--- config.mk ---
export PLATFORM = sky130hd
export DESIGN_NAME = sbc_restart_failsafe_modes
export DESIGN_NICKNAME = d
export VERILOG_FILES = /design/src/verilog/sbc_seq_pkg.sv /design/src/verilog/delay_timer_if.sv /design/src/verilog/sbc_restart_failsafe_modes.sv /design/src/verilog/delay_timer.sv
export VERILOG_INCLUDE_DIRS = /design/src /design/src/verilog
export SDC_FILE = /design/constraint.sdc
export NUM_CORES = 1
export LEC_CHECK = 0
export BUFFER_PORTS_ARGS = -buffer_cell sky130_fd_sc_hd__buf_2
export CORE_ASPECT_RATIO = 0.5
export CORE_MARGIN = 3
export CORE_UTILIZATION = 62
export CTS_CLUSTER_SIZE = 28
export DETAILED_ROUTE_END_ITERATION = 8
export PLACE_DENSITY = 0.86
export SLEW_MARGIN = 0
export SYNTH_ARGS = -nofsm -noshare
export SYNTH_HDL_FRONTEND = slang
export SYNTH_HIERARCHICAL = 1
export SYNTH_SLANG_ARGS = --single-unit
--- constraint.sdc ---
create_clock -name clock_i -period 5.8 [get_ports clock_i]
set_input_delay 0.87 -clock clock_i [delete_from_list [all_inputs] [get_ports clock_i]]
set_output_delay 0.87 -clock clock_i [all_outputs]
set_load 0.01 [all_outputs]
--- src/verilog/sbc_seq_defs.svh ---
// constants of the restart and fail-safe mode sequencer
`ifndef SBC_SEQ_DEFS_SVH
`define SBC_SEQ_DEFS_SVH

`define CLK_MHZ              100
`define INIT_TIMEOUT_MS      256
`define INIT_TIMEOUT_CYC     (`INIT_TIMEOUT_MS * 1000 * `CLK_MHZ)
`define RST_DELAY_SHORT_US   2000
`define RST_DELAY_LONG_US    10000
`define RST_DELAY_SHORT_CYC  (`RST_DELAY_SHORT_US * `CLK_MHZ)
`define RST_DELAY_LONG_CYC   (`RST_DELAY_LONG_US * `CLK_MHZ)
`define TIMER_W              25

`define LH_REASON_NONE       3'h0
`define LH_REASON_INIT_TO    3'h1
`define LH_REASON_CLAMP      3'h2
`define LH_REASON_WD         3'h3
`define LH_REASON_FS_WAKE    3'h4
`define LH_REASON_FS_UV      3'h5
`define LH_REASON_FS_TSD     3'h6
`define LH_REASON_FS_WD      3'h7

`define RM_REASON_NONE       2'h0
`define RM_REASON_EXT        2'h1
`define RM_REASON_UV         2'h2
`define RM_REASON_SW         2'h3

`define WD_CNT_W             2
`define WAKE_W               4

`endif

--- src/verilog/sbc_seq_pkg.sv ---
// types of the restart and fail-safe mode sequencer
package sbc_seq_pkg;
  typedef enum logic [2:0] {
    ST_POR      = 3'h0,
    ST_INIT     = 3'h1,
    ST_NORMAL   = 3'h2,
    ST_STOP     = 3'h3,
    ST_SLEEP    = 3'h4,
    ST_FLASH    = 3'h5,
    ST_RESTART  = 3'h6,
    ST_FAILSAFE = 3'h7
  } sbc_mode_t;

  typedef logic [2:0] config_sel_t;
endpackage

--- src/verilog/delay_timer_if.sv ---
// load and expiry handshake between sequencer and its delay timer
`timescale 1ns/1ps
`default_nettype none
interface delay_timer_if #(parameter int W = 25);
  logic         load;
  logic [W-1:0] value;
  logic         expired;
  modport ctrl (output load, output value, input expired);
  modport tmr  (input load, input value, output expired);
endinterface
`default_nettype wire

--- src/verilog/sbc_restart_failsafe_modes.sv ---
// restart, fail-safe and development mode sequencer of a system basis chip
`timescale 1ns/1ps
`default_nettype none
`include "sbc_seq_defs.svh"

// Contract
// - restart mode resets microcontroller, reset low
// - restart ends alone into normal, reset released
// - restart delay picked by reset-delay bit
// - restart cause kept until reason read
// - sleep wake reports source, no interrupt
// - restart never turns active limp-home off
// - first response after normal carries restart reason
// - external reset low: restart, reason bits
// - clamped reset: cfg1/3 restart, cfg2/4 fail-safe
// - watchdog failure handled per configuration
// - config 2 watchdog failure goes straight fail-safe; in flash mode the code restarts instead
// - flash command or watchdog fault restarts
// - undervoltage reset restarts, regulator ramps up
// - fail-safe: regulators off, wake-capable, limp-home
// - fail-safe on wd, uv timeout, thermal
// - thermal fail-safe latched until cooled
// - fail-safe wake restarts, clears counter, limp-home
// - first response carries fail-safe reason
// - test pin low at power-up: config 0
// - config 0 watchdog failure causes no restart; in flash mode the code still restarts on it
// - config 0 watchdog failure flags interrupt, status; in flash mode the code restarts instead and sets neither
// - factory flash: logic unpowered, nothing active
// - init needs mode command within 256 ms
module sbc_restart_failsafe_modes
  import sbc_seq_pkg::*;
#(
  parameter int                     TW              = `TIMER_W,
  parameter logic [`TIMER_W-1:0]    INIT_TIMEOUT    = `TIMER_W'(`INIT_TIMEOUT_CYC),
  parameter logic [`TIMER_W-1:0]    RST_DELAY_SHORT = `TIMER_W'(`RST_DELAY_SHORT_CYC),
  parameter logic [`TIMER_W-1:0]    RST_DELAY_LONG  = `TIMER_W'(`RST_DELAY_LONG_CYC)
) (
  input  wire logic                 clock_i,
  input  wire logic                 rst_n_i,
  input  wire logic                 test_pin_low_i,
  input  wire logic [1:0]           config_pins_i,
  input  wire logic                 reset_delay_sel_i,
  input  wire logic                 cmd_normal_i,
  input  wire logic                 cmd_flash_i,
  input  wire logic                 cmd_sleep_i,
  input  wire logic                 cmd_stop_i,
  input  wire logic                 cmd_restart_i,
  input  wire logic                 cmd_lh_on_i,
  input  wire logic                 cmd_lh_off_i,
  input  wire logic                 wd_fail_i,
  input  wire logic                 wd_ok_i,
  input  wire logic                 reset_ext_low_i,
  input  wire logic                 reset_clamped_i,
  input  wire logic                 uv_reset_i,
  input  wire logic                 uv_timeout_i,
  input  wire logic                 vs_above_lh_thr_i,
  input  wire logic                 thermal_shutdown_i,
  input  wire logic                 wake_i,
  input  wire logic [`WAKE_W-1:0]   wake_src_i,
  input  wire logic                 spi_response_i,
  input  wire logic                 read_lh_reason_i,
  input  wire logic                 read_rm_reason_i,
  input  wire logic                 read_wake_i,
  input  wire logic                 read_reset_status_i,
  output logic                      mcu_reset_out_n_o,
  output logic                      limp_home_output_o,
  output logic                      main_regulator_en_o,
  output logic                      aux_regulators_allow_o,
  output logic                      trx_wake_capable_o,
  output logic [2:0]                limp_home_reason_bits_o,
  output logic [1:0]                restart_reason_bits_o,
  output logic [`WAKE_W-1:0]        wake_source_bits_o,
  output logic                      reason_report_pending_o,
  output logic                      wd_fail_int_o,
  output logic                      reset_status_bit_o,
  output logic [2:0]                mode_o,
  output logic [2:0]                config_o
);
  delay_timer_if #(.W(TW)) tif ();

  delay_timer #(.W(TW)) u_timer (
    .clock_i (clock_i),
    .rst_n_i (rst_n_i),
    .tif     (tif)
  );

  sbc_mode_t                state;
  sbc_mode_t                next_state;
  config_sel_t              cfg;
  config_sel_t              next_cfg;
  logic                     strapped;
  logic                     next_strapped;
  logic                     lh;
  logic                     next_lh;
  logic [2:0]               lh_reason;
  logic [2:0]               next_lh_reason;
  logic [1:0]               rm_reason;
  logic [1:0]               next_rm_reason;
  logic [`WAKE_W-1:0]       wk_bits;
  logic [`WAKE_W-1:0]       next_wk_bits;
  logic [`WD_CNT_W-1:0]     wd_cnt;
  logic [`WD_CNT_W-1:0]     next_wd_cnt;
  logic                     tsd_latched;
  logic                     next_tsd_latched;
  logic                     report;
  logic                     next_report;
  logic                     wd_int;
  logic                     next_wd_int;
  logic                     rst_status;
  logic                     next_rst_status;
  logic                     rst_out_n;
  logic                     next_rst_out_n;
  logic                     main_en;
  logic                     next_main_en;
  logic                     aux_allow;
  logic                     next_aux_allow;
  logic                     trx_wk;
  logic                     next_trx_wk;
  logic [TW-1:0]            load_value;

  function automatic logic [TW-1:0] restart_delay(input logic sel);
    return sel ? RST_DELAY_LONG : RST_DELAY_SHORT;
  endfunction

  // delay reloads on every entry into a timed state, and at power-up
  assign tif.load  = (next_state != state) || !strapped;
  assign tif.value = load_value;

  always_comb begin
    unique case (next_state)
      ST_INIT:    load_value = INIT_TIMEOUT;
      ST_RESTART: load_value = restart_delay(reset_delay_sel_i);
      default:    load_value = RST_DELAY_LONG;
    endcase
  end

  always_comb begin
    logic active;
    logic second_fail;
    active           = 1'b0;
    second_fail      = (wd_cnt != '0);
    next_state       = state;
    next_cfg         = cfg;
    next_strapped    = 1'b1;
    next_lh          = lh;
    next_lh_reason   = lh_reason;
    next_rm_reason   = rm_reason;
    next_wk_bits     = wk_bits;
    next_wd_cnt      = wd_cnt;
    next_tsd_latched = tsd_latched;
    next_report      = report;
    next_wd_int      = 1'b0;
    next_rst_status  = rst_status;

    // read clears first so that a same-cycle set below wins
    if (read_lh_reason_i || read_rm_reason_i) begin
      next_lh_reason = `LH_REASON_NONE;
      next_rm_reason = `RM_REASON_NONE;
    end
    if (read_wake_i) begin
      next_wk_bits = '0;
    end
    if (read_reset_status_i) begin
      next_rst_status = 1'b0;
    end
    if (spi_response_i) begin
      next_report = 1'b0;
    end

    // strap caught once, on the first edge after reset release
    if (!strapped) begin
      next_cfg = test_pin_low_i ? 3'h0 : {1'b0, config_pins_i} + 3'h1;
    end

    active = (state != ST_POR) && (state != ST_FAILSAFE);

    if (state == ST_FAILSAFE) begin
      if (tsd_latched || thermal_shutdown_i) begin
        next_tsd_latched = thermal_shutdown_i;
        if (!thermal_shutdown_i) begin
          next_state       = ST_RESTART;
        end
      end else if (wake_i) begin
        next_state     = ST_RESTART;
        next_wk_bits   = wake_src_i;
        next_wd_cnt    = '0;
        next_lh        = 1'b1;
        next_lh_reason = `LH_REASON_FS_WAKE;
      end
    end else if (active && thermal_shutdown_i) begin
      next_state       = ST_FAILSAFE;
      next_tsd_latched = 1'b1;
      next_lh_reason   = `LH_REASON_FS_TSD;
    end else if (active && uv_timeout_i && vs_above_lh_thr_i) begin
      next_state     = ST_FAILSAFE;
      next_lh_reason = `LH_REASON_FS_UV;
    end else if (active && reset_clamped_i) begin
      if (cfg == 3'h2 || cfg == 3'h4) begin
        next_state     = ST_FAILSAFE;
        next_lh_reason = `LH_REASON_CLAMP;
      end else begin
        next_state     = ST_RESTART;
        next_lh        = 1'b1;
        next_lh_reason = `LH_REASON_CLAMP;
      end
    end else if (active && reset_ext_low_i) begin
      next_state     = ST_RESTART;
      next_rm_reason = `RM_REASON_EXT;
    end else if (active && uv_reset_i) begin
      next_state     = ST_RESTART;
      next_rm_reason = `RM_REASON_UV;
    end else begin
      unique case (state)
        ST_POR: begin
          if (tif.expired) begin
            next_state = ST_INIT;
          end
        end
        ST_INIT: begin
          if (cmd_normal_i) begin
            next_state = ST_NORMAL;
          end else if (cmd_flash_i) begin
            next_state = ST_FLASH;
          end else if (tif.expired) begin
            next_state     = ST_RESTART;
            next_lh        = 1'b1;
            next_lh_reason = `LH_REASON_INIT_TO;
          end
        end
        ST_NORMAL, ST_STOP: begin
          if (wd_fail_i) begin
            unique case (cfg)
              3'h0: begin
                next_wd_int     = 1'b1;
                next_rst_status = 1'b1;
              end
              3'h1: begin
                next_state     = ST_RESTART;
                next_lh        = 1'b1;
                next_lh_reason = `LH_REASON_WD;
              end
              3'h2: begin
                next_state     = ST_FAILSAFE;
                next_lh_reason = `LH_REASON_FS_WD;
              end
              3'h3: begin
                next_state  = ST_RESTART;
                next_wd_cnt = `WD_CNT_W'(1);
                if (second_fail) begin
                  next_lh        = 1'b1;
                  next_lh_reason = `LH_REASON_WD;
                  next_wd_cnt    = '0;
                end else begin
                  next_rm_reason = `RM_REASON_SW;
                end
              end
              default: begin
                next_wd_cnt = `WD_CNT_W'(1);
                if (second_fail) begin
                  next_state     = ST_FAILSAFE;
                  next_lh_reason = `LH_REASON_FS_WD;
                  next_wd_cnt    = '0;
                end else begin
                  next_state     = ST_RESTART;
                  next_rm_reason = `RM_REASON_SW;
                end
              end
            endcase
          end else if (state == ST_NORMAL) begin
            if (wd_ok_i) begin
              next_wd_cnt = '0;
            end
            if (cmd_flash_i) begin
              next_state = ST_FLASH;
            end else if (cmd_sleep_i) begin
              next_state = ST_SLEEP;
            end else if (cmd_stop_i) begin
              next_state = ST_STOP;
            end
          end else if (cmd_normal_i) begin
            next_state = ST_NORMAL;
          end
        end
        ST_SLEEP: begin
          if (wake_i) begin
            next_state   = ST_RESTART;
            next_wk_bits = wake_src_i;
          end
        end
        ST_FLASH: begin
          if (cmd_restart_i || wd_fail_i) begin
            next_state     = ST_RESTART;
            next_rm_reason = `RM_REASON_SW;
          end
        end
        ST_RESTART: begin
          if (tif.expired) begin
            next_state  = ST_NORMAL;
            next_report = 1'b1;
          end
        end
        default: begin
          next_state = state;
        end
      endcase
    end

    // limp-home software control only where software owns it
    if ((state == ST_NORMAL || state == ST_FLASH) && next_state == state) begin
      if (cmd_lh_on_i) begin
        next_lh = 1'b1;
      end else if (cmd_lh_off_i) begin
        next_lh = 1'b0;
      end
    end
    if (next_state == ST_FAILSAFE) begin
      next_lh = 1'b1;
    end

    next_rst_out_n = !(next_state == ST_RESTART || next_state == ST_POR);
    next_main_en   = (next_state != ST_FAILSAFE) && (next_state != ST_SLEEP);
    next_aux_allow = next_main_en && (next_state != ST_INIT) && (next_state != ST_RESTART)
                     && (next_state != ST_POR);
    next_trx_wk    = (next_state == ST_FAILSAFE) || (next_state == ST_SLEEP);
  end

  // limp-home is carried unchanged through restart, never cleared there
  always_ff @(posedge clock_i or negedge rst_n_i) begin
    if (!rst_n_i) begin
      state       <= ST_POR;
      cfg         <= 3'h0;
      strapped    <= 1'b0;
      lh          <= 1'b0;
      lh_reason   <= `LH_REASON_NONE;
      rm_reason   <= `RM_REASON_NONE;
      wk_bits     <= '0;
      wd_cnt      <= '0;
      tsd_latched <= 1'b0;
      report      <= 1'b0;
      wd_int      <= 1'b0;
      rst_status  <= 1'b0;
      rst_out_n   <= 1'b0;
      main_en     <= 1'b1;
      aux_allow   <= 1'b0;
      trx_wk      <= 1'b0;
    end else begin
      state       <= next_state;
      cfg         <= next_cfg;
      strapped    <= next_strapped;
      lh          <= next_lh;
      lh_reason   <= next_lh_reason;
      rm_reason   <= next_rm_reason;
      wk_bits     <= next_wk_bits;
      wd_cnt      <= next_wd_cnt;
      tsd_latched <= next_tsd_latched;
      report      <= next_report;
      wd_int      <= next_wd_int;
      rst_status  <= next_rst_status;
      rst_out_n   <= next_rst_out_n;
      main_en     <= next_main_en;
      aux_allow   <= next_aux_allow;
      trx_wk      <= next_trx_wk;
    end
  end

  assign mcu_reset_out_n_o       = rst_out_n;
  assign limp_home_output_o      = lh;
  assign main_regulator_en_o     = main_en;
  assign aux_regulators_allow_o  = aux_allow;
  assign trx_wake_capable_o      = trx_wk;
  assign limp_home_reason_bits_o = lh_reason;
  assign restart_reason_bits_o   = rm_reason;
  assign wake_source_bits_o      = wk_bits;
  assign reason_report_pending_o = report;
  assign wd_fail_int_o           = wd_int;
  assign reset_status_bit_o      = rst_status;
  assign mode_o                  = state;
  assign config_o                = cfg;
endmodule
`default_nettype wire

--- src/verilog/delay_timer.sv ---
// down counter that pulses expired when a loaded delay has run out
`timescale 1ns/1ps
`default_nettype none
module delay_timer #(
  parameter int W = 25
) (
  input  wire logic   clock_i,
  input  wire logic   rst_n_i,
  delay_timer_if.tmr  tif
);
  logic [W-1:0] count;
  logic [W-1:0] next_count;
  logic         expired;
  logic         next_expired;

  always_comb begin
    next_count   = count;
    next_expired = 1'b0;
    if (tif.load) begin
      next_count = tif.value;
    end else if (count != '0) begin
      next_count   = count - W'(1);
      next_expired = (count == W'(1));
    end
  end

  always_ff @(posedge clock_i or negedge rst_n_i) begin
    if (!rst_n_i) begin
      count   <= '0;
      expired <= 1'b0;
    end else begin
      count   <= next_count;
      expired <= next_expired;
    end
  end

  assign tif.expired = expired;
endmodule
`default_nettype wire

==> results.md, run 1 <==
* R2R setup slack at 1.44 ns
* Slowest cell on crit path: dfrtp_1
* Hold buffers post-CTS at 0
* Final net count at 521
* Fill count at 441
* WL per Instance at 16.40 um
* First-pass GRT wire length at 14.97 mm
* Largest cells by area after synthesis: dfrtp_1 35%, nor2_1 5.4%, nand2_1 3.6%
* Syn Inst Count at 437
* CTS Buffer Depth at 2
* Clk Latency, worst-skew pair at 0.30 ns
* CP Cell Sequence: nand2_1, a221oi_4, a21oi_2, or2_1, a21boi_1, o2111ai_1, buf_4, nor4_1, nand4_1, a21oi_1, a311oi_1
* Final worst-path cycle share at 75.15%
* WP data required at 5.94 ns
* Worst endpoint data arrival time at 4.50 ns
* Gr ovfl total at 0
* Clock transition at path regs at 0.07 ns
* Vias in the first global route at 3158
* Die ar. at 0.006945 mm^2
* Yosys Warn Count at 6
* Post-synthesis sequential area ratio at 35.43%
* Worst R2R Start: mode_o[2]
* Pre-CTS setup slack at 1.512 ns
* Max stage delay on crit path at 0.87 ns
* Critical Path Fanout Max at 26
* Final instance area at 0.004115 mm^2
* Hold Crit Depth at 1
* Final number of setup-violating endpoints at 0
* Crit path max-delay family: simple AND/OR/NAND/NOR gates
* Multi-input gate area at 0.002206 mm^2
* DRC viols at 0
* Min-delay worst type: flip-flop to flip-flop
* Setup TNS at 0 ns
* Hold_ws at 0.4781 ns
* Pwr per Cell Area at 404.4 mW/mm^2
* Worst-margin pin slew at 0.9397 ns
* Netlist Area Pre-Place at 0.003676 mm^2
* Crit start category: flip-flop
* Hold_sp: reset_status_bit_o
* Post-CTS setup buffer count at 0
* Tmin final at 4.359 ns
* Fmax at 229.4 MHz
* Seq. cell area at 0.001303 mm^2
* Area of the core at 0.005610 mm^2
* Crit path launch: mode_o[2]
* First drt pass iteration count at 5
* Gpl congestion at 0.9018
* Cell Rows at 19
* Yosys top cell area share at 34.72%
* Antenna cells at 0
* Top FF cell, synth: dfrtp_1
* CP Class: flip-flop to flip-flop
* Worst Path Buf+Inv at 1
* Initial antenna violation count at 0
* Vias per cell at 6.298
* Count of cell types in the netlist at 80
* Hold EP: reset_status_bit_o
* P_leak at 1.740 nW
* Drt total wl at 9.184 mm
* Final worst setup slack at 1.441 ns
* I/O Pins at 54
* Post-synth top area cell: dfrtp_1
* Ratio of cells with drive above 1 in the final layout at 19.71%
* MaxCap Viol Count at 0
* Root Driver: clkbuf_16
* Largest net degree at the start of global routing at 53
* Clock Sinks at 52
* Reg-to-Reg End: u_timer/count[14]
* Number of port buffers at 53
* Mapped Avg Cell Area at 8.412 um^2
* Skew final at 0.006644 ns
* Post-synth EDFFs at 0
* Slew Limit Fails at 0
* RSZ-0062 raised after global routing: false
* Initial Util at 65.52%
* Number of synthesized register bits at 52
* Worst Reg-to-Reg Cells at 11
* Area Overhead vs Synth at 11.95%
* Worst vdd rail ir drop at 233.1 uV
* Die width at 114.9 um
* Placed Instance Area at 0.003948 mm^2
* Hold Violations, Final at 0
* H-tree Lvls at 2
* Worst Setup End Kind: flip-flop
* Total GRT Usage at 27.17%
* Chip Height at 60.45 um
* DPL Wire Length at 6.352 mm
* Via count at 3527
* TritonCTS clock tree: built
* CTS Buf Count at 5
* Resized Gates After CTS at 0
* Final ANT Viol Nets at 0
* Status: completed
* Initial DRC count at 379
* Asr flop ratio synth at 100.0%
* Worst slew margin at 37.17%
-- Yosys cell counts, types with 6 or more instances --
cell / instances
nor2_1: 53
dfrtp_1: 51
nand2_1: 35
a21oi_1: 25
o21ai_0: 24
nor3_1: 17
inv_1: 16
nand2b_1: 15
buf_2: 11
nor4_1: 10
nand3_1: 9
a311oi_1: 8
a31oi_1: 7
clkbuf_1: 7
xnor2_1: 7
nand4_1: 6
or3_1: 6
-- final cells by class --
cell class,count,area share [%]
multi-input combinational,355,53.60
sequential,52,31.65
timing repair buffer,56,6.993
clock buffer,5,3.040
tap,73,2.220
inverter,16,1.459
clock inverter,3,1.034
-- worst register-to-register path, cell delays in order (launching register included) --
cell,delay [ns]
dfrtp_1,0.87
nand2_1,0.26
a221oi_4,0.45
a21oi_2,0.08
or2_1,0.34
a21boi_1,0.16
o2111ai_1,0.14
buf_4,0.22
nor4_1,0.40
nand4_1,0.81
a21oi_1,0.40
a311oi_1,0.07
-- cell usage in the layout (no fill, tap or decap), types with 4 or more instances in the layout --
master,n
nand2_1,35
a221oi_1,4
or2_2,5
nor4_1,10
nor3_1,17
o21ai_0,24
o22ai_1,4
xor2_1,4
a21oi_2,5
dfrtp_1,51
a21o_1,5
o31ai_1,4
nand3_1,9
buf_2,53
a21oi_1,25
a311oi_1,8
nand2b_1,15
a31oi_1,7
inv_1,16
a211oi_1,5
and3_1,4
nand3b_1,4
conb_1,13
nor2_1,53
clkbuf_16,5
ha_1,4
o21ai_1,4
xnor2_1,7
or3_1,6
nor2b_1,5
nand4_1,6
-- routing by layer --
layer | track usage [%] | routed length [um] | vias to the layer above
met2 | 45.72 | 4373 | 144
met1 | 36.68 | 4099 | 1672
met3 | 5.179 | 639 | 7
met4 | 7.692 | 72 | 0
met5 | 0 | 0 | -
li1 | - | - | 1704
-- logic make-up (layout without fill, tap and decap cells) --
logic type	Yosys count	in the layout	share of synthesized area [%]
xor+xnor	11	11	2.621
fa+ha+maj	4	4	1.362
simple gates	195	195	28.80
compound gates	132	132	25.90
other cells	2	13	0.2043
flops	52	52	35.43
buf+inv	41	80	5.684
-- how the worst max path moves through the flow --
stage	endpoint	slack, ns	depth (start not counted)
6_report	u_timer/count[14]	1.44	11
3_5_place_dp	u_timer/count[16]	1.51	12
4_1_cts	u_timer/count[14]	1.54	11
3_3_place_gp	u_timer/count[16]	1.53	11
5_1_grt	u_timer/count[3]	0.98	11
2_1_floorplan	u_timer/count[15]	2.51	14
-- through the flow --
step / utilization [%] / power, mW / instances
after floorplan: - / 1.148 / 448
after global placement: 70.36 / 1.291 / 552
after detailed placement: 70.36 / 1.309 / 552
after CTS: 73.35 / 1.658 / 560
after global routing: 73.35 / 1.785 / 560
final: 73.35 / 1.664 / 560
-- power breakdown --
part | switching, mW | total (mW) | internal, mW | leakage [nW]
logic | 0.392 | 0.672 | 0.281 | 1.04
registers | 0.170 | 0.648 | 0.477 | 0.620
clock network | 0.141 | 0.344 | 0.203 | 0.0798
total | 0.703 | 1.66 | 0.961 | 1.74
-- state kept, by name (all words and copies together) (netlist names) --
name                     flops
reason_report_pending_o      1
tsd_latched                  1
main_regulator_en_o          1
strapped                     1
mcu_reset_out_n_o            1
limp_home_output_o           1
limp_home_reason_bits_o      3
restart_reason_bits_o        2
wd_fail_int_o                1
aux_regulators_allow_o       1
wd_cnt                       1
mode_o                       3
trx_wake_capable_o           1
u_timer/tif.expired          1
wake_source_bits_o           4
config_o                     3
u_timer/count               25
reset_status_bit_o           1
Power figures use the tool's default switching activity.
==> run 2: changes to the inputs <==
--- a/config.mk
+++ b/config.mk
@@ -9,10 +9,10 @@
 export BUFFER_PORTS_ARGS = -buffer_cell sky130_fd_sc_hd__buf_2
 export CORE_ASPECT_RATIO = 0.5
 export CORE_MARGIN = 3
-export CORE_UTILIZATION = 62
+export CORE_UTILIZATION = 58
 export CTS_CLUSTER_SIZE = 28
 export DETAILED_ROUTE_END_ITERATION = 8
-export PLACE_DENSITY = 0.86
+export PLACE_DENSITY = 0.81
 export SLEW_MARGIN = 0
 export SYNTH_ARGS = -nofsm -noshare
 export SYNTH_HDL_FRONTEND = slang
==> constraint.sdc (replaced) <==
create_clock -name clock_i -period 4.2 [get_ports clock_i]
set_input_delay 0.63 -clock clock_i [delete_from_list [all_inputs] [get_ports clock_i]]
set_output_delay 0.63 -clock clock_i [all_outputs]
set_load 0.01 [all_outputs]
==> run 2 against run 1 <==
  * Cell area rose by 1.3%
  * Via count barely moved
  * Wire length barely moved
  * Sequential share of layout area fell by 0.42 points
  * Setup slack got worse by 1.0 ns
  * Cell count rose by 2.9%
  * Critical path depth did not move
  * Clock power rose by 41%
  * Global-route usage fell by 1.6 points
  * Combinational power rose by 45%
  * Sequential power rose by 33%
  * Largest cell class unchanged
  * Largest power group unchanged
  * Highest routed layer unchanged
==> results.md, run 2 (synthesis gave the netlist of run 1 again) <==
* Slew Limit Fails at 0
* Die width at 118.6 um
* Final ANT Viol Nets at 0
* Setup TNS at 0 ns
* TritonCTS clock tree: built
* I/O Pins at 54
* DRC viols at 0
* Crit path launch: mode_o[2]
* Non-Filler Instances at 576
* Most frequent cells in the layout: 53 x nor2_1, 53 x buf_2, 51 x dfrtp_1
* Worst-margin pin slew at 0.6875 ns
* Worst R2R Start: mode_o[2]
* Gr ovfl total at 0
* Clock Sinks at 52
* First drt pass iteration count at 5
* Resized Gates After CTS at 0
* CTS Buf Count at 5
* Root Driver: clkbuf_16
* Multi-input gate area at 0.002206 mm^2
* WP data required at 4.37 ns
* Initial DRC count at 394
* Clock transition at path regs at 0.07 ns
* Gpl congestion at 0.9168
* Initial antenna violation count at 0
* Cell Rows at 19
* Via count at 3530
* Final number of setup-violating endpoints at 0
* CP Class: flip-flop to flip-flop
* Skew final at 0.004427 ns
* Vias in the first global route at 3316
* Fill count at 482
* Worst Reg-to-Reg Cells at 11
* Hold Violations, Final at 0
* Largest net degree at the start of global routing at 53
* First-pass GRT wire length at 15.77 mm
* Worst Setup End Kind: flip-flop
* Worst vdd rail ir drop at 394.3 uV
* Final worst setup slack at 0.4297 ns
* Pre-CTS setup slack at 0.5417 ns
* Tmin final at 3.770 ns
* Die ar. at 0.007387 mm^2
* Area of the core at 0.005801 mm^2
* Initial Util at 63.37%
* Top reg by flops: u_timer/count
* Final net count at 526
* Hold buffers post-CTS at 0
* Worst slew margin at 54.07%
* WL per Instance at 15.96 um
* Status: completed
* Clk Latency, worst-skew pair at 0.30 ns
* Area Overhead vs Synth at 13.44%
* Inst Count DP at 568
* Crit start category: flip-flop
* Vias per cell at 6.128
* Min-delay worst type: input port to asynchronous set/reset pin
* Final worst-path cycle share at 89.77%
* Seq. cell area at 0.001303 mm^2
* Post-CTS setup buffer count at 0
* RSZ-0062 raised after global routing: false
* Chip Height at 62.30 um
* Antenna cells at 0
* Critical Path Fanout Max at 16
* CTS Buffer Depth at 2
* Power, Total at 2.325 mW
* Max reg flops at 25
* MaxCap Viol Count at 0
* Pwr per Cell Area at 557.4 mW/mm^2
* Worst endpoint data arrival time at 3.94 ns
* H-tree Lvls at 2
* Number of port buffers at 53
* DPL Wire Length at 6.675 mm
* Fmax at 265.2 MHz
* Ratio of cells with drive above 1 in the final layout at 20.53%
* Drt total wl at 9.193 mm
* Total GRT Usage at 25.54%
* P_leak at 1.763 nW
-- run 2: area by class of cell --
| type | count | share of cell area [%] |
|---|---|---|
| Clock inverter | 3 | 1.110 |
| Tap cell | 84 | 2.520 |
| Sequential cell | 52 | 31.23 |
| Clock buffer | 5 | 3.000 |
| Timing Repair Buffer | 61 | 7.801 |
| Multi-Input combinational cell | 355 | 52.90 |
| Inverter | 16 | 1.440 |
-- run 2: final timing paths --
check | end | slack [ns]
max | u_timer/count[17] | 0.43
min | config_o[2] | 0.44
max reg2reg | u_timer/count[17] | 0.43
min reg2reg | reset_status_bit_o | 0.50
max in group asynchronous | wake_source_bits_o[0] | 3.33
min in group clock_i | reset_status_bit_o | 0.50
-- run 2: metal layers --
metal	vias up	track usage, %	routed length, um
met5	-	0	0
met4	0	6.782	92
met3	12	6.346	719
met2	139	42.33	4301
met1	1665	33.64	4080
li1	1714	-	-
-- run 2: report_power, final --
| group | switching (mW) | internal, mW | leakage (nW) | total, mW |
|---|---|---|---|---|
| sequential | 0.205 | 0.660 | 0.620 | 0.865 |
| combinational | 0.574 | 0.400 | 1.06 | 0.974 |
| clock | 0.202 | 0.284 | 0.0804 | 0.485 |
| total | 0.981 | 1.34 | 1.76 | 2.32 |
-- run 2: critical path: stages (launching register included) --
cell       delay [ns]
dfrtp_1          0.68
nand2_1          0.25
a221oi_4         0.45
a21oi_2          0.08
or2_1            0.34
a21boi_1         0.16
o2111ai_1        0.17
nor4_1           0.44
nand4_1          0.47
buf_4            0.35
or4b_1           0.17
a31oi_1          0.08
-- run 2: metrics by stage --
step | cell area, um^2 | util (%) | hold slack (ns)
after floorplan | 3717 | - | 0.3344
after global placement | 3999 | 68.94 | 0.4550
after detailed placement | 3999 | 68.94 | 0.4917
after CTS | 4170 | 71.89 | 0.4739
after global routing | 4170 | 71.89 | 0.5033
final | 4170 | 71.89 | 0.4370
==> run 3: changes to the inputs <==
--- a/config.mk
+++ b/config.mk
@@ -9,10 +9,9 @@
 export BUFFER_PORTS_ARGS = -buffer_cell sky130_fd_sc_hd__buf_2
 export CORE_ASPECT_RATIO = 0.5
 export CORE_MARGIN = 3
-export CORE_UTILIZATION = 58
+export CORE_UTILIZATION = 42
 export CTS_CLUSTER_SIZE = 28
 export DETAILED_ROUTE_END_ITERATION = 8
-export PLACE_DENSITY = 0.81
 export SLEW_MARGIN = 0
 export SYNTH_ARGS = -nofsm -noshare
 export SYNTH_HDL_FRONTEND = slang
==> run 3 against run 2 <==
  * Cell area up 0.30%
  * Critical endpoint unchanged
  * Highest routed layer unchanged
  * Cell count up 4.9%
  * Clock-buffer cell count up 1
  * Clock skew up 0.0018 ns
==> results.md, run 3 (synthesis gave the netlist of run 1 again) <==
* Pint at 1.298 mW
* Vias per cell at 5.730
* Largest net degree at the start of global routing at 35
* Vias in the first global route at 3326
* DR WL met3 at 522 um
* H-tree Lvls at 2
* Slowest cell on crit path: dfrtp_1
* Clock Sinks at 52
* Tmin final at 3.397 ns
* Setup TNS at 0 ns
* Max reg flops at 25
* Multi-input gate area at 0.002206 mm^2
* Resized Gates After CTS at 0
* Ratio of cells with drive above 1 in the final layout at 20.53%
* Sw Ratio at 42.94%
* Pre-CTS setup slack at 0.7658 ns
* Clk Latency, worst-skew pair at 0.30 ns
* Chip Height at 72.16 um
* CP Class: flip-flop to flip-flop
* Min-delay worst type: input port to asynchronous set/reset pin
* Flop pwr share at 37.8%
* Final number of setup-violating endpoints at 0
* MaxCap Viol Count at 0
* Area Overhead vs Synth at 13.78%
* Skew final at 0.006251 ns
* CP Cell Sequence: buf_4, nand2b_2, a31oi_1, and3_1, o221ai_2, a21boi_1, o2111ai_1, nor4_1, nand4_1, buf_4, or4b_1, a31oi_1
* P_leak at 1.760 nW
* Fill count at 794
* Hold buffers post-CTS at 0
* Die width at 138.3 um
* Clock power share at 18.9%
* Critical Path Fanout Max at 20
* Worst-margin pin slew at 0.6089 ns
* Post-CTS setup buffer count at 0
* DPL Wire Length at 7.063 mm
* Antenna cells at 0
* WL per Instance at 16.07 um
* Switching power at 0.9764 mW
* Via count at 3461
* Worst endpoint data arrival time at 3.62 ns
* Fin util at 50.64%
* Final worst setup slack at 0.8025 ns
* Clock transition at path regs at 0.07 ns
* Crit path max-delay family: simple AND/OR/NAND/NOR gates
* Crit. path cell count at 12
* Status: completed
* Fmax at 294.3 MHz
* WP data required at 4.43 ns
* Initial Util at 44.51%
* Number of port buffers at 53
* Worst Setup End Kind: flip-flop
* Final net count at 526
* First drt pass iteration count at 4
* CTS Buffer Depth at 2
* Slew Limit Fails at 0
* Cell Rows at 23
* CTS Buf Count at 5
* Hold Violations, Final at 0
* Gpl congestion at 0.8514
* TritonCTS clock tree: built
* Final ANT Viol Nets at 0
* Worst Reg-to-Reg Cells at 12
* RSZ-0062 raised after global routing: false
* Worst slew margin at 59.32%
* Root Driver: clkbuf_16
* Highest routed metal layer: met4
* Initial DRC count at 370
* Final worst-path cycle share at 80.89%
* Met1 WL at 4.596 mm
* Drt total wl at 9.705 mm
* Initial antenna violation count at 0
* Seq. cell area at 0.001303 mm^2
* I/O Pins at 54
* Max stage delay on crit path at 0.57 ns
* DRC viols at 0
* Gr ovfl total at 0
* Met2 WL at 4.451 mm
* Die ar. at 0.009979 mm^2
* First-pass GRT wire length at 16.52 mm
* Crit start category: flip-flop
* Top reg by flops: u_timer/count
* Area of the core at 0.008259 mm^2
* Combinational power share at 43.3%
* Worst vdd rail ir drop at 227.5 uV
* Pwr per Cell Area at 543.6 mW/mm^2
* Total GRT Usage at 20.26%
* Worst Path Buf+Inv at 2
* Most frequent cells in the layout: 53 x nor2_1, 53 x buf_2, 51 x dfrtp_1
run 3: cell count changes in the layout (fill, tap and decap cells not counted), sizes merged:
cell,before,now
clkbuf,5,6
inv,17,16
clkinvlp,1,0
bufinv,1,0
clkinv,0,2
run 3: through the flow:
| step | hold WS [ns] | area (um^2) | instances | power (mW) |
|---|---|---|---|---|
| after floorplan | 0.3344 | 3717 | 448 | 1.586 |
| after global placement | 0.4560 | 4034 | 596 | 1.833 |
| after detailed placement | 0.4641 | 4034 | 596 | 1.851 |
| after CTS | 0.2758 | 4183 | 604 | 2.292 |
| after global routing | 0.2952 | 4183 | 604 | 2.480 |
| final | 0.2669 | 4183 | 604 | 2.274 |
run 3: worst reg2reg max path: stages, from the launching register on:
cell and delay [ns]:
dfrtp_1 0.57, buf_4 0.29, nand2b_2 0.25, a31oi_1 0.05
and3_1 0.23, o221ai_2 0.37, a21boi_1 0.13, o2111ai_1 0.31
nor4_1 0.13, nand4_1 0.11, buf_4 0.26, or4b_1 0.47
a31oi_1 0.16
run 3: final timing paths:
check                              startpoint                         end  slack, ns
hold / removal                        rst_n_i  limp_home_reason_bits_o[1]       0.27
setup reg to reg                    mode_o[2]           u_timer/count[17]       0.80
min in group clock_i       reset_status_bit_o          reset_status_bit_o       0.47
setup / recovery                    mode_o[2]           u_timer/count[17]       0.80
max in group asynchronous             rst_n_i         main_regulator_en_o       3.10
hold reg to reg            reset_status_bit_o          reset_status_bit_o       0.47
run 3: layout make-up:
type                       instances  share of cell area [%]
sequential                        52                   31.14
clock buffer                       6                   3.320
tap                              112                   3.350
clock inverter                     2                  0.2393
multi-input combinational        355                   52.74
timing repair buffer              61                   7.777
inverter                          16                   1.436
run 3: power by group through the flow:
stage                     registers [mW]  clock network [mW]  logic (mW)
final                              0.860               0.429       0.985
after global routing               0.891               0.473        1.12
after CTS                          0.857               0.445       0.990
after detailed placement           0.865                   0       0.985
after global placement             0.861                   0       0.972
after floorplan                    0.814                   0       0.772
run 3: metal layers:
metal	global-route usage (%)	vias to the layer above
met3	4.082	12
li1	-	1712
met5	0	-
met2	32.99	85
met4	5.915	0
met1	27.84	1652
